===== src/rtl/lrac_consts.svh =====
// Constants of the logger clock, alarm and mission control block.
// Assumes a 50 MHz clk; included by the package and the control module.
`ifndef LRAC_CONSTS_SVH
`define LRAC_CONSTS_SVH
`define LRAC_OFS_SEC 8'h00
`define LRAC_OFS_MIN 8'h01
`define LRAC_OFS_HOUR 8'h02
`define LRAC_OFS_DAY 8'h03
`define LRAC_OFS_DATE 8'h04
`define LRAC_OFS_MONTH 8'h05
`define LRAC_OFS_YEAR 8'h06
`define LRAC_OFS_ASEC 8'h07
`define LRAC_OFS_AMIN 8'h08
`define LRAC_OFS_AHOUR 8'h09
`define LRAC_OFS_ADAY 8'h0A
`define LRAC_OFS_CTRL1 8'h0E
`define LRAC_OFS_RATE 8'h0F
`define LRAC_OFS_DLY_LO 8'h10
`define LRAC_OFS_DLY_HI 8'h11
`define LRAC_OFS_STATUS 8'h14
`define LRAC_MASK_SEC 8'h7F
`define LRAC_MASK_HOUR 8'h7F
`define LRAC_MASK_DAY 8'h07
`define LRAC_MASK_DATE 8'h3F
`define LRAC_MASK_MONTH 8'h1F
`define LRAC_MASK_ADAY 8'h87
`define LRAC_MASK_CTRL1 8'hDF
`define LRAC_BIT_AMASK 7
`define LRAC_BIT_12H 6
`define LRAC_BIT_PM 5
`define LRAC_BIT_OSC_STOP 7
`define LRAC_BIT_CLR_ARM 6
`define LRAC_BIT_START_EN 4
`define LRAC_BIT_WRAP 3
`define LRAC_BIT_TL 2
`define LRAC_BIT_TH 1
`define LRAC_BIT_ALM 0
`define LRAC_BIT_MEMCLR 6
`define LRAC_BIT_MIP 5
`define LRAC_BIT_LOBAT 3
`define LRAC_RST_ZERO 8'h00
`define LRAC_RST_ONE 8'h01
`define LRAC_CLK_HZ 50000000
`define LRAC_SEC_MS 1000
`define LRAC_HALF_SEC_MS 500
`define LRAC_PULSE_US 62500
`define LRAC_SEC_CYC (`LRAC_CLK_HZ / 1000 * `LRAC_SEC_MS)
`define LRAC_HALF_CYC (`LRAC_CLK_HZ / 1000 * `LRAC_HALF_SEC_MS)
`define LRAC_PULSE_CYC (`LRAC_CLK_HZ / 1000000 * `LRAC_PULSE_US)
`define LRAC_PULSES 3'd4
`define LRAC_LOG_LAST 11'h7FF
`endif


===== src/rtl/lrac_pkg.sv =====
// Types shared by the logger control block and its bench.
// Assumes lrac_consts.svh is on the include path.
`include "lrac_consts.svh"
package lrac_pkg;
  typedef enum logic [1:0] {
    CMD_OTHER = 2'b00,
    CMD_SPEC_TEST = 2'b01,
    CMD_CLEAR_MEM = 2'b10
  } lrac_cmd_t;
  typedef enum logic [1:0] {
    PAT_BOTH = 2'b00,
    PAT_IN = 2'b01,
    PAT_OUT = 2'b10,
    PAT_ALT = 2'b11
  } lrac_pattern_t;
  typedef enum logic {
    IND_IDLE = 1'b0,
    IND_RUN = 1'b1
  } lrac_ind_state_t;
endpackage


===== src/rtl/lrac_rtc_alarm_control.sv =====
// Clock/calendar, alarm, mission control and indicator sequencer of the logger.
// Assumes the conversion datapath reports each finished sample and stores it at logWrAddr.
`timescale 1ns/1ps
`default_nettype none
`include "lrac_consts.svh"
module lrac_rtc_alarm_control #(
  parameter int unsigned SEC_CYCLES = `LRAC_SEC_CYC,
  parameter int unsigned HALF_CYCLES = `LRAC_HALF_CYC,
  parameter int unsigned PULSE_CYCLES = `LRAC_PULSE_CYC
) (
  // Clock and reset
  input wire logic clk,
  input wire logic reset,
  // Register port
  input wire logic [7:0] regAddr,
  input wire logic regWrEn,
  input wire logic [7:0] regWrData,
  output logic [7:0] regRdData,
  // Command port
  input wire logic cmdValid,
  input wire lrac_pkg::lrac_cmd_t cmdCode,
  // Pins and supply status
  input wire logic startStatusInputN,
  input wire logic mainPowerOk,
  input wire logic lowBattery,
  output logic inLimitsIndicatorN,
  output logic outOfLimitsIndicatorN,
  output logic irqN,
  output logic oscRunning,
  // Sampling datapath
  output logic sampleRequest,
  input wire logic sampleDone,
  input wire logic sampleTempLow,
  input wire logic sampleTempHigh,
  input wire logic sampleAdcOut,
  output logic logWrEn,
  output logic [10:0] logWrAddr,
  output logic memClearPulse
);
  import lrac_pkg::*;

  function automatic logic [7:0] bcdNext(input logic [7:0] v, input logic [7:0] last, input logic [7:0] first);
    if (v == last)
      bcdNext = first;
    else if (v[3:0] == 4'h9)
      bcdNext = {v[7:4] + 4'h1, 4'h0};
    else
      bcdNext = {v[7:4], v[3:0] + 4'h1};
  endfunction

  function automatic logic [7:0] monthLast(input logic [7:0] m, input logic [7:0] y);
    logic leap;
    leap = y[4] ? (y[3:0] == 4'h2 || y[3:0] == 4'h6) : (y[3:0] == 4'h0 || y[3:0] == 4'h4 || y[3:0] == 4'h8);
    unique case (m)
      8'h02: monthLast = leap ? 8'h29 : 8'h28;
      8'h04, 8'h06, 8'h09, 8'h11: monthLast = 8'h30;
      default: monthLast = 8'h31;
    endcase
  endfunction

  logic [7:0] sec_q, min_q, hour_q, day_q, date_q, month_q, year_q;
  logic [7:0] aSec_q, aMin_q, aHour_q, aDay_q;
  logic [7:0] ctrl1_q, rate_q;
  logic [15:0] delay_q;
  logic [25:0] tickCnt_q;
  logic secTick_q, tickDly_q;
  logic mip_q, memCleared_q, firstDone_q, anyOut_q;
  logic tlf_q, thf_q, tod_alarm_flag_q;
  logic [7:0] minCnt_q;
  logic [10:0] logPtr_q;
  logic logFull_q;
  logic [23:0] sampleCount_q;
  logic [25:0] stCnt_q;
  logic stHeld;
  logic [7:0] hourNext;
  logic [7:0] hour12Inc, hour24Inc;
  logic dayRoll, minuteRoll, oscRun, alarmHit;
  logic wrSel, ctrlWrite, statusWrite, clearDo, missionStart, missionStop, statusReq;
  lrac_ind_state_t indState_q;
  lrac_pattern_t pattern_q;
  logic [2:0] pulseIdx_q;
  logic [25:0] phaseCnt_q;

  assign wrSel = regWrEn;
  assign ctrlWrite = wrSel && regAddr < `LRAC_OFS_STATUS;
  assign statusWrite = wrSel && regAddr == `LRAC_OFS_STATUS;
  assign clearDo = cmdValid && cmdCode == CMD_CLEAR_MEM && ctrl1_q[`LRAC_BIT_CLR_ARM];

  // Backup mode may park the oscillator, but never while power is up or logging runs.
  assign oscRun = mainPowerOk || mip_q || !ctrl1_q[`LRAC_BIT_OSC_STOP];
  assign oscRunning = oscRun;

  always_ff @(posedge clk)
  begin
    if (reset)
    begin
      tickCnt_q <= 26'h0;
      secTick_q <= 1'b0;
      tickDly_q <= 1'b0;
    end
    else
    begin
      secTick_q <= 1'b0;
      tickDly_q <= secTick_q;
      if (oscRun)
      begin
        if (tickCnt_q == 26'(SEC_CYCLES - 1))
        begin
          tickCnt_q <= 26'h0;
          secTick_q <= 1'b1;
        end
        else
          tickCnt_q <= tickCnt_q + 26'h1;
      end
    end
  end

  assign minuteRoll = secTick_q && sec_q == 8'h59;
  assign hour12Inc = bcdNext({3'b000, hour_q[4:0]}, 8'h12, 8'h01);
  assign hour24Inc = bcdNext({2'b00, hour_q[5:0]}, 8'h23, 8'h00);

  always_comb
  begin
    hourNext = hour_q;
    dayRoll = 1'b0;
    if (hour_q[`LRAC_BIT_12H])
    begin
      if (hour_q[4:0] == 5'h11)
      begin
        hourNext = {2'b01, ~hour_q[`LRAC_BIT_PM], 5'h12};
        dayRoll = hour_q[`LRAC_BIT_PM];
      end
      else if (hour_q[4:0] == 5'h12)
        hourNext = {2'b01, hour_q[`LRAC_BIT_PM], 5'h01};
      else
        hourNext = {2'b01, hour_q[`LRAC_BIT_PM], hour12Inc[4:0]};
    end
    else
    begin
      hourNext = {2'b00, hour24Inc[5:0]};
      dayRoll = hour_q[5:0] == 6'h23;
    end
  end

  // Host writes take precedence over the second tick, so a set time is never bumped.
  always_ff @(posedge clk)
  begin
    if (reset)
    begin
      sec_q <= `LRAC_RST_ZERO;
      min_q <= `LRAC_RST_ZERO;
      hour_q <= `LRAC_RST_ZERO;
      day_q <= `LRAC_RST_ONE;
      date_q <= `LRAC_RST_ONE;
      month_q <= `LRAC_RST_ONE;
      year_q <= `LRAC_RST_ZERO;
    end
    else if (wrSel)
    begin
      unique case (regAddr)
        `LRAC_OFS_SEC: sec_q <= regWrData & `LRAC_MASK_SEC;
        `LRAC_OFS_MIN: min_q <= regWrData & `LRAC_MASK_SEC;
        `LRAC_OFS_HOUR: hour_q <= regWrData & `LRAC_MASK_HOUR;
        `LRAC_OFS_DAY: day_q <= regWrData & `LRAC_MASK_DAY;
        `LRAC_OFS_DATE: date_q <= regWrData & `LRAC_MASK_DATE;
        `LRAC_OFS_MONTH: month_q <= regWrData & `LRAC_MASK_MONTH;
        `LRAC_OFS_YEAR: year_q <= regWrData;
        default: ;
      endcase
    end
    else if (secTick_q)
    begin
      sec_q <= bcdNext(sec_q, 8'h59, 8'h00);
      if (sec_q == 8'h59)
      begin
        min_q <= bcdNext(min_q, 8'h59, 8'h00);
        if (min_q == 8'h59)
        begin
          hour_q <= hourNext;
          if (dayRoll)
          begin
            day_q <= bcdNext(day_q, 8'h07, 8'h01);
            date_q <= bcdNext(date_q, monthLast(month_q, year_q), 8'h01);
            if (date_q == monthLast(month_q, year_q))
            begin
              month_q <= bcdNext(month_q, 8'h12, 8'h01);
              if (month_q == 8'h12)
                year_q <= bcdNext(year_q, 8'h99, 8'h00);
            end
          end
        end
      end
    end
  end

  always_ff @(posedge clk)
  begin
    if (reset)
    begin
      aSec_q <= `LRAC_RST_ZERO;
      aMin_q <= `LRAC_RST_ZERO;
      aHour_q <= `LRAC_RST_ZERO;
      aDay_q <= `LRAC_RST_ZERO;
    end
    else if (wrSel)
    begin
      unique case (regAddr)
        `LRAC_OFS_ASEC: aSec_q <= regWrData;
        `LRAC_OFS_AMIN: aMin_q <= regWrData;
        `LRAC_OFS_AHOUR: aHour_q <= regWrData;
        `LRAC_OFS_ADAY: aDay_q <= regWrData & `LRAC_MASK_ADAY;
        default: ;
      endcase
    end
  end

  // Compared one cycle after the tick, against the freshly advanced time.
  assign alarmHit = tickDly_q
    && (aSec_q[`LRAC_BIT_AMASK] || aSec_q[6:0] == sec_q[6:0])
    && (aMin_q[`LRAC_BIT_AMASK] || aMin_q[6:0] == min_q[6:0])
    && (aHour_q[`LRAC_BIT_AMASK] || aHour_q[6:0] == hour_q[6:0])
    && (aDay_q[`LRAC_BIT_AMASK] || aDay_q[2:0] == day_q[2:0]);

  // A flag event in the same cycle as a host clear keeps the flag set.
  always_ff @(posedge clk)
  begin
    if (reset)
    begin
      tlf_q <= 1'b0;
      thf_q <= 1'b0;
      tod_alarm_flag_q <= 1'b0;
    end
    else
    begin
      tlf_q <= (sampleDone && sampleTempLow) || (tlf_q && !(statusWrite && !regWrData[`LRAC_BIT_TL]));
      thf_q <= (sampleDone && sampleTempHigh) || (thf_q && !(statusWrite && !regWrData[`LRAC_BIT_TH]));
      tod_alarm_flag_q <= alarmHit || (tod_alarm_flag_q && !(statusWrite && !regWrData[`LRAC_BIT_ALM]));
    end
  end

  always_ff @(posedge clk)
  begin
    if (reset)
      irqN <= 1'b1;
    else
      irqN <= !((tlf_q && ctrl1_q[`LRAC_BIT_TL])
        || (thf_q && ctrl1_q[`LRAC_BIT_TH])
        || (tod_alarm_flag_q && ctrl1_q[`LRAC_BIT_ALM]));
  end

  always_ff @(posedge clk)
  begin
    if (reset)
      ctrl1_q <= `LRAC_RST_ZERO;
    else if (wrSel && regAddr == `LRAC_OFS_CTRL1)
      ctrl1_q <= regWrData & `LRAC_MASK_CTRL1;
    else if (cmdValid)
      ctrl1_q[`LRAC_BIT_CLR_ARM] <= 1'b0;
  end

  always_ff @(posedge clk)
  begin
    if (reset)
    begin
      stCnt_q <= 26'h0;
      stHeld <= 1'b0;
    end
    else
    begin
      stHeld <= 1'b0;
      if (startStatusInputN)
        stCnt_q <= 26'h0;
      else if (stCnt_q != 26'(HALF_CYCLES))
      begin
        stCnt_q <= stCnt_q + 26'h1;
        stHeld <= stCnt_q == 26'(HALF_CYCLES - 1);
      end
    end
  end

  assign missionStart = !mip_q && !clearDo && (
    (!ctrl1_q[`LRAC_BIT_START_EN] && wrSel && regAddr == `LRAC_OFS_RATE && memCleared_q && regWrData != 8'h00)
    || (ctrl1_q[`LRAC_BIT_START_EN] && stHeld && rate_q != 8'h00));
  assign missionStop = clearDo || (mip_q && ctrlWrite)
    || (statusWrite && !regWrData[`LRAC_BIT_MIP]);
  assign statusReq = (cmdValid && cmdCode == CMD_SPEC_TEST) || (mip_q && stHeld);

  always_ff @(posedge clk)
  begin
    if (reset)
    begin
      mip_q <= 1'b0;
      memCleared_q <= 1'b1;
    end
    else
    begin
      if (missionStart)
        mip_q <= 1'b1;
      else if (missionStop)
        mip_q <= 1'b0;
      if (clearDo)
        memCleared_q <= 1'b1;
      else if (missionStart)
        memCleared_q <= 1'b0;
    end
  end

  always_ff @(posedge clk)
  begin
    if (reset || clearDo)
    begin
      rate_q <= `LRAC_RST_ZERO;
      delay_q <= 16'h0000;
    end
    else
    begin
      if (wrSel && regAddr == `LRAC_OFS_RATE && memCleared_q)
        rate_q <= regWrData;
      if (wrSel && regAddr == `LRAC_OFS_DLY_LO)
        delay_q[7:0] <= regWrData;
      else if (wrSel && regAddr == `LRAC_OFS_DLY_HI)
        delay_q[15:8] <= regWrData;
      else if (mip_q && !firstDone_q && minuteRoll && delay_q != 16'h0000)
        delay_q <= delay_q - 16'h0001;
    end
  end

  always_ff @(posedge clk)
  begin
    if (reset || clearDo || missionStart)
    begin
      sampleRequest <= 1'b0;
      firstDone_q <= 1'b0;
      minCnt_q <= 8'h00;
    end
    else
    begin
      sampleRequest <= 1'b0;
      if (mip_q && minuteRoll)
      begin
        if (!firstDone_q)
        begin
          if (delay_q == 16'h0000)
          begin
            sampleRequest <= 1'b1;
            firstDone_q <= 1'b1;
          end
        end
        else if (minCnt_q + 8'h01 == rate_q)
        begin
          sampleRequest <= 1'b1;
          minCnt_q <= 8'h00;
        end
        else
          minCnt_q <= minCnt_q + 8'h01;
      end
    end
  end

  // With wrap off the pointer still rolls to zero, but the full flag blocks further stores.
  always_ff @(posedge clk)
  begin
    if (reset || clearDo)
    begin
      logPtr_q <= 11'h000;
      logFull_q <= 1'b0;
      logWrEn <= 1'b0;
      logWrAddr <= 11'h000;
      sampleCount_q <= 24'h000000;
      anyOut_q <= 1'b0;
    end
    else
    begin
      logWrEn <= 1'b0;
      if (sampleDone && mip_q)
      begin
        sampleCount_q <= sampleCount_q + 24'h000001;
        anyOut_q <= anyOut_q || sampleTempLow || sampleTempHigh || sampleAdcOut;
        if (!logFull_q || ctrl1_q[`LRAC_BIT_WRAP])
        begin
          logWrEn <= 1'b1;
          logWrAddr <= logPtr_q;
          logPtr_q <= logPtr_q + 11'h001;
          if (logPtr_q == `LRAC_LOG_LAST && !ctrl1_q[`LRAC_BIT_WRAP])
            logFull_q <= 1'b1;
        end
      end
    end
  end

  always_ff @(posedge clk)
  begin
    if (reset)
      memClearPulse <= 1'b0;
    else
      memClearPulse <= clearDo;
  end

  always_ff @(posedge clk)
  begin
    if (reset)
    begin
      indState_q <= IND_IDLE;
      pattern_q <= PAT_BOTH;
      pulseIdx_q <= 3'd0;
      phaseCnt_q <= 26'h0;
    end
    else
    begin
      unique case (indState_q)
        IND_IDLE:
        begin
          phaseCnt_q <= 26'h0;
          pulseIdx_q <= 3'd0;
          if (missionStart)
          begin
            indState_q <= IND_RUN;
            pattern_q <= PAT_BOTH;
          end
          else if (statusReq)
          begin
            indState_q <= IND_RUN;
            if (mip_q && sampleCount_q == 24'h000000)
              pattern_q <= PAT_ALT;
            else if (anyOut_q)
              pattern_q <= PAT_OUT;
            else
              pattern_q <= PAT_IN;
          end
        end
        IND_RUN:
        begin
          if (phaseCnt_q == 26'(HALF_CYCLES - 1))
          begin
            phaseCnt_q <= 26'h0;
            pulseIdx_q <= pulseIdx_q + 3'd1;
            if (pulseIdx_q == `LRAC_PULSES - 3'd1)
              indState_q <= IND_IDLE;
          end
          else
            phaseCnt_q <= phaseCnt_q + 26'h1;
        end
      endcase
    end
  end

  // Requests that arrive while a sequence runs are dropped rather than queued.
  always_ff @(posedge clk)
  begin
    if (reset)
    begin
      inLimitsIndicatorN <= 1'b1;
      outOfLimitsIndicatorN <= 1'b1;
    end
    else
    begin
      inLimitsIndicatorN <= 1'b1;
      outOfLimitsIndicatorN <= 1'b1;
      if (indState_q == IND_RUN && phaseCnt_q < 26'(PULSE_CYCLES))
      begin
        unique case (pattern_q)
          PAT_BOTH:
          begin
            inLimitsIndicatorN <= 1'b0;
            outOfLimitsIndicatorN <= 1'b0;
          end
          PAT_IN: inLimitsIndicatorN <= 1'b0;
          PAT_OUT: outOfLimitsIndicatorN <= 1'b0;
          PAT_ALT:
          begin
            outOfLimitsIndicatorN <= pulseIdx_q[0];
            inLimitsIndicatorN <= !pulseIdx_q[0];
          end
        endcase
      end
    end
  end

  always_ff @(posedge clk)
  begin
    if (reset)
      regRdData <= 8'h00;
    else
    begin
      unique case (regAddr)
        `LRAC_OFS_SEC: regRdData <= sec_q;
        `LRAC_OFS_MIN: regRdData <= min_q;
        `LRAC_OFS_HOUR: regRdData <= hour_q;
        `LRAC_OFS_DAY: regRdData <= day_q;
        `LRAC_OFS_DATE: regRdData <= date_q;
        `LRAC_OFS_MONTH: regRdData <= month_q;
        `LRAC_OFS_YEAR: regRdData <= year_q;
        `LRAC_OFS_ASEC: regRdData <= aSec_q;
        `LRAC_OFS_AMIN: regRdData <= aMin_q;
        `LRAC_OFS_AHOUR: regRdData <= aHour_q;
        `LRAC_OFS_ADAY: regRdData <= aDay_q;
        `LRAC_OFS_CTRL1: regRdData <= ctrl1_q;
        `LRAC_OFS_RATE: regRdData <= rate_q;
        `LRAC_OFS_DLY_LO: regRdData <= delay_q[7:0];
        `LRAC_OFS_DLY_HI: regRdData <= delay_q[15:8];
        `LRAC_OFS_STATUS: regRdData <= {1'b0, memCleared_q, mip_q, 1'b0, lowBattery, tlf_q, thf_q, tod_alarm_flag_q};
        default: regRdData <= 8'h00;
      endcase
    end
  end
endmodule // lrac_rtc_alarm_control
`default_nettype wire


===== config.mk =====
export PLATFORM = sky130hd
export DESIGN_NAME = lrac_rtc_alarm_control
export DESIGN_NICKNAME = d
export VERILOG_FILES = /design/src/rtl/lrac_pkg.sv /design/src/rtl/lrac_rtc_alarm_control.sv
export VERILOG_INCLUDE_DIRS = /design/src /design/src/rtl
export SDC_FILE = /design/constraint.sdc
export NUM_CORES = 1
export LEC_CHECK = 0
export ABC_CLOCK_PERIOD_IN_PS = 2620
export BUFFER_PORTS_ARGS = -buffer_cell sky130_fd_sc_hd__buf_2
export CORE_MARGIN = 2
export CORE_UTILIZATION = 56
export DETAILED_ROUTE_END_ITERATION = 12
export MAX_ROUTING_LAYER = met4
export PLACE_DENSITY = 0.76
export RECOVER_POWER = 100
export SLEW_MARGIN = 20
export SYNTH_ARGS = -nofsm -noshare
export SYNTH_HDL_FRONTEND = slang
export SYNTH_SLANG_ARGS = --single-unit
export TNS_END_PERCENT = 5

===== constraint.sdc =====
create_clock -name clk -period 2.62 [get_ports clk]
set_clock_uncertainty 0.2 [all_clocks]
set_input_delay 0.393 -clock clk [delete_from_list [all_inputs] [get_ports clk]]
set_output_delay 0.393 -clock clk [all_outputs]
set_load 0.005 [all_outputs]

Word level (Yosys, flattened, before mapping)

Cells that the tools add are included.

Register bits after elaboration: 278
Input bits: 29
Output and inout port bits: 26
Logic and storage cells: 398

Add/subtract/negate cells: 23
Order comparisons: 2
Eq/ne operators: 67
Mux-type cells: 100
Bitwise operators: 8
Reductions and logical operators: 146

Operators with widths:

| operator                                                                       | number |
|---|---|
| 8-bit two-way mux                                                              | 62 |
| 8-bit one-hot mux with 16 select lines                                         | 1 |
| 26-bit by 1-bit adder with 26-bit output, second input constant                | 3 |
| 8-bit by 3-bit equality test with 1-bit output, second input constant          | 7 |
| 4-bit by 1-bit adder with 4-bit output, second input constant                  | 13 |
| 26-bit by 25-bit equality test with 1-bit output, second input constant        | 2 |
| 26-bit two-way mux                                                             | 2 |
| 26-bit one-hot mux with 2 select lines                                         | 1 |
| 8-bit by 4-bit equality test with 1-bit output, second input constant          | 6 |
| 1-bit logical AND                                                              | 45 |
| 8-bit by 5-bit equality test with 1-bit output, second input constant          | 5 |
| 4-bit equality test, second input constant                                     | 8 |
| 6-bit AND reduction                                                            | 5 |
| 26-bit equality test, second input constant                                    | 1 |
| 26-bit by 22-bit less-than comparator with 1-bit output, second input constant | 1 |
| 26-bit by 25-bit inequality test with 1-bit output, second input constant      | 1 |
| 24-bit by 1-bit adder with 24-bit output, second input constant                | 1 |
| 8-bit by 2-bit equality test with 1-bit output, second input constant          | 3 |
| 24-bit zero test                                                               | 1 |
| 1-bit logical OR                                                               | 24 |
| 2-bit nonzero test                                                             | 11 |
| 7-bit equality test                                                            | 3 |
| 2-bit AND reduction                                                            | 10 |
| 1-bit two-way mux                                                              | 18 |
| other kinds (50)                                                               | 112 |

Logic depth before layout (Yosys ltp)

Depth after elaboration: 19
Depth in mapped cells: 10
Mapped depth without buffers: 9

Least setup slack after synthesis

OpenSTA, ideal clock, no wires.

Path kind: register to register
Start point: reg month_q[4]
End point: reg month_q[0]
Setup time: 0.122 ns
Arrival time: 2.289 ns
Data required time: 2.298 ns
Setup slack: 0.008 ns
Cell stages (with the launch flop): 10
Buffers on the path: 0
Clock period less this slack: 2.612 ns
Path through: dfxtp_1 > inv_1 > ha_1 > nor3b_1 > a211oi_1 > o2111ai_1 > mux2_4 > a21oi_4 > a21oi_1 > a311o_1

Longest elaborated chain between the ends: 12
Elaborated cells on any way between the ends: 24
Those cells by class: eq/ne: 7; mux: 14; reduce/logical: 3

RTL lines:

| what                                                                   | RTL line                      | text |
|---|---|---|
| start, declared                                                        | lrac_rtc_alarm_control.sv:61  | `logic [7:0] sec_q, min_q, hour_q, day_q, date_q, month_q, year_q;` |
| start signal, assigned                                                 | lrac_rtc_alarm_control.sv:155 | `` month_q <= `LRAC_RST_ONE; `` |
| start signal, assigned                                                 | lrac_rtc_alarm_control.sv:166 | `` `LRAC_OFS_MONTH: month_q <= regWrData & `LRAC_MASK_MONTH; `` |
| start signal, assigned                                                 | lrac_rtc_alarm_control.sv:186 | `month_q <= bcdNext(month_q, 8'h12, 8'h01);` |
| 8-bit by 3-bit equality test with 1-bit output (tied with other cells) | lrac_rtc_alarm_control.sv:54  | `unique case (m)` |
| 4-bit OR reduction                                                     | lrac_rtc_alarm_control.sv:54  |  |
| 5-bit one-hot mux with 2 select lines                                  | lrac_rtc_alarm_control.sv:54  |  |
| 8-bit two-way mux                                                      | lrac_rtc_alarm_control.sv:180 | `if (dayRoll)` |
| 8-bit two-way mux                                                      | lrac_rtc_alarm_control.sv:177 | `if (min_q == 8'h59)` |
| 8-bit two-way mux                                                      | lrac_rtc_alarm_control.sv:174 | `if (sec_q == 8'h59)` |
| 8-bit two-way mux                                                      | lrac_rtc_alarm_control.sv:171 | `else if (secTick_q)` |
| 8-bit two-way mux                                                      | lrac_rtc_alarm_control.sv:158 | `else if (wrSel)` |
| 8-bit two-way mux                                                      | lrac_rtc_alarm_control.sv:148 | `if (reset)` |
| 8-bit equality test                                                    | lrac_rtc_alarm_control.sv:184 | `if (date_q == monthLast(month_q, year_q))` |
| 2-bit nonzero test (no line)                                           | --                            |  |
| 6-bit AND reduction (no line)                                          | --                            |  |

Parallel ways exist; a longest one is shown, timed or not. The select of a mux whose other input is x is not followed.
A chain may end at the register's enable or synchronous reset.

Worst setup path in the final report

Start point: in regWrEn
End point: reg aSec_q[4]

Longest elaborated chain between the ends: 1

RTL lines:

| what                          | RTL line                      | text |
|---|---|---|
| start, declared               | lrac_rtc_alarm_control.sv:16  | `input wire logic regWrEn,` |
| 2-bit AND reduction (no line) | --                            |  |
| end signal, assigned          | lrac_rtc_alarm_control.sv:200 | `` aSec_q <= `LRAC_RST_ZERO; `` |
| end signal, assigned          | lrac_rtc_alarm_control.sv:208 | `` `LRAC_OFS_ASEC: aSec_q <= regWrData; `` |
| end, declared                 | lrac_rtc_alarm_control.sv:62  | `logic [7:0] aSec_q, aMin_q, aHour_q, aDay_q;` |

Every way passes these cells.

==> out/metrics.yaml <==
fin_cells: 2275
hp-class: "input port to flop"
end_kind: "flop"
synth_top_family_by_area: "simple AND/OR/NAND/NOR gates"
muxShareOfSynthArea_pct: 3.12
grt_pass1_wl_um: 68500
nets: 1980
rsz0062_at_grt: "yes"
maxSlewHeadroom_pct: 35.4
synth_area_leaders: "dfxtp_1, nor2_1, xor2_1"
synthFlopType: "dfxtp_1"
setup_violations: 0
ir_worst_vdd_uv: 460
die_h_um: 164
cts_tree: "done"
finalHoldViolations: 0
die_width_um: 164
synth.avg_cell_area_um2: 8.17
synth_adder_area_share_pct: 2.61
avgRoutedWirePerCell_um: 18.9
placed_area_um2: 15800
drc: 0
final_area_um2: 16900
path_clk_slew_ns: 0.06
async_flop_share_pct: 0
synth_warnings: 0
cp.arrival_ns: 2.85
drive_gt1_share_pct: 14.7
status: "completed"
synth_edf_count: 0
io-pin-count: 55
gp_congestion: 1.08
crit_path_start_kind: "input port"
ff_latch_area_um2: 5550
syn_inst: 1761
synth-compound-area-share_pct: 16.5
routed_wl_um: 42900
gr-total-overflow: 0
cts_buffers: 30
design.die.area_um2: 27000
min_period_over_period_pct: 100
row_count: 58
area_delta_synth_final_pct: 17.5
synth_seq_area_share_pct: 38.6
period_minus_slack_ns: 2.62
fillers: 2102
slew_violations: 0
clockBufferDepth: 3
p_leak_nw: 6.15
hold_ws_ns: 0.0384
yosys.area_share.simple_pct: 26.6
tightest_slew_ns: 0.969
core_area_um2: 25200
syn_nets: 1820
multi_input_area_um2: 8340
grt_use_met1_pct: 42.2
insertion_delay_ns: 0.56
fmax_mhz: 382
grt_usage_pct: 32.4
portBuffers: 54
gr-max-usage-layer: "met2"
synth.most_common_cell: "dfxtp_1"
crit_required_ns: 2.86
hpwl_um: 31300
met3_usage_pct: 6.77
drt_iter0_drc: 1590
antenna_found_initial: 2
grt_pass1_vias: 13000
netlist.area_leader.share_pct: 38.6
synth_cell_types: 84
dr.pass1.iters: 9
worst-setup-path-type: "input port to flop"
ant_nets: 0
placed_cells: 2208
start_util_pct: 57.1
root_buffer: "clkbuf_16"
via_per_inst: 6.18
use_met2_pct: 50.0
grt_max_degree: 60
synthesis.area_um2: 14400
power-per-cell-area_nw_per_um2: 524
synth-xor-area-share_pct: 8.77
crit_fanout: 36
ys_ff_latch: 277
synthTopCellsByCount: "dfxtp_1, nor2_1, nand2_1, nand3_1, a21oi_1"
clock_sinks: 277
yosys.area.top_type: "dfxtp_1"
num_vias: 14100
htree_levels: 1
drv_cap: 0
## report_power, final
group	internal [mW]	switching (mW)	leakage [nW]
Combinational	0.142	0.300	3.43
Clock	2.40	1.74	0.481
Sequential	4.24	0.0330	2.23
Total	6.78	2.07	6.15
## critical path, stage by stage
cell,delay [ns]
clkbuf_2,0.14
clkbuf_2,0.28
clkbuf_2,0.69
clkbuf_1,0.69
nand2_1,0.38
nand2_1,0.17
a21oi_1,0.07
## cell families after synthesis
logic type / count (synthesis)
compound gates: 365
xor+xnor: 144
fa+ha+maj: 30
buf+inv: 133
flops: 277
mux: 43
simple gates: 769
## layout by cell type (no fill, tap or decap), types with 11 or more instances in the layout
master / netlist / final
mux2i_1: 34 / 34
nand4_1: 24 / 24
nand3_1: 121 / 122
or3_1: 14 / 14
xor2_1: 90 / 90
nor3_1: 37 / 35
nand2_1: 193 / 194
o211ai_1: 15 / 15
xnor2_1: 54 / 54
a221oi_1: 12 / 12
a22oi_1: 25 / 25
buf_4: 3 / 134
and3_1: 28 / 28
inv_1: 42 / 41
buf_2: 19 / 40
ha_1: 30 / 28
clkbuf_16: 0 / 30
and2_1: 14 / 12
nor4_1: 24 / 24
nor2_1: 216 / 216
o21ai_0: 82 / 80
a222oi_1: 12 / 12
clkbuf_8: 0 / 11
dfxtp_1: 277 / 275
clkbuf_1: 59 / 32
a31oi_1: 15 / 15
a21oi_1: 120 / 119
## per-stage QoR
stage	power, mW	util [%]	setup WS (ns)	TNS, ns
6_report	8.85	67.1	0.00109	0
5_1_grt	9.08	67.1	-0.0863	-0.995
4_1_cts	8.88	67.3	0.000735	0
3_5_place_dp	4.79	62.9	-0.0377	-0.0498
3_3_place_gp	4.78	62.9	0.0487	0
2_1_floorplan	4.60	-	0.00834	0
## per-layer routing
layer	part of all wire [%]	wire (µm)
met5	0	0
met1	42	18100
met3	9.5	4060
met2	45	19200
met4	3.7	1590
## state kept, by name, indices dropped and copies added, names as in the netlist, 11 cells and up
name,flops
phaseCnt_q,26
sampleCount_q,24
delay_q,16
stCnt_q,26
logWrAddr,11
logPtr_q,11
tickCnt_q,26
## timing repair
action	in CTS	in global routing
endpoints found under the hold margin	7	0
cloned	0	0
endpoints found under the setup margin	2	38
setup buffers	3	0
pin swaps	6	7
resized for setup	8	14
hold buffers	8	0
## final timing paths
path	start	end	slack [ns]	cells after the start
hold reg to reg	logWrAddr[6]	logWrAddr[6]	0.25	2
setup / recovery	regWrEn	aSec_q[4]	0.001	7
setup reg to reg	month_q[4]	month_q[3]	0.04	10
hold / removal	regWrEn	hour_q[1]	0.04	4
## final cells by class
cell class / count / area share (%)
diodes: 3 / 0.0444
clock buffers: 46 / 5.45
clock inverters: 7 / 0.289
inverters: 43 / 0.955
multi-input cells: 1351 / 49.3
flip-flops and latches: 277 / 32.8
well taps: 330 / 2.44
repair buffers: 218 / 8.65
Power figures use the tool's default switching activity.
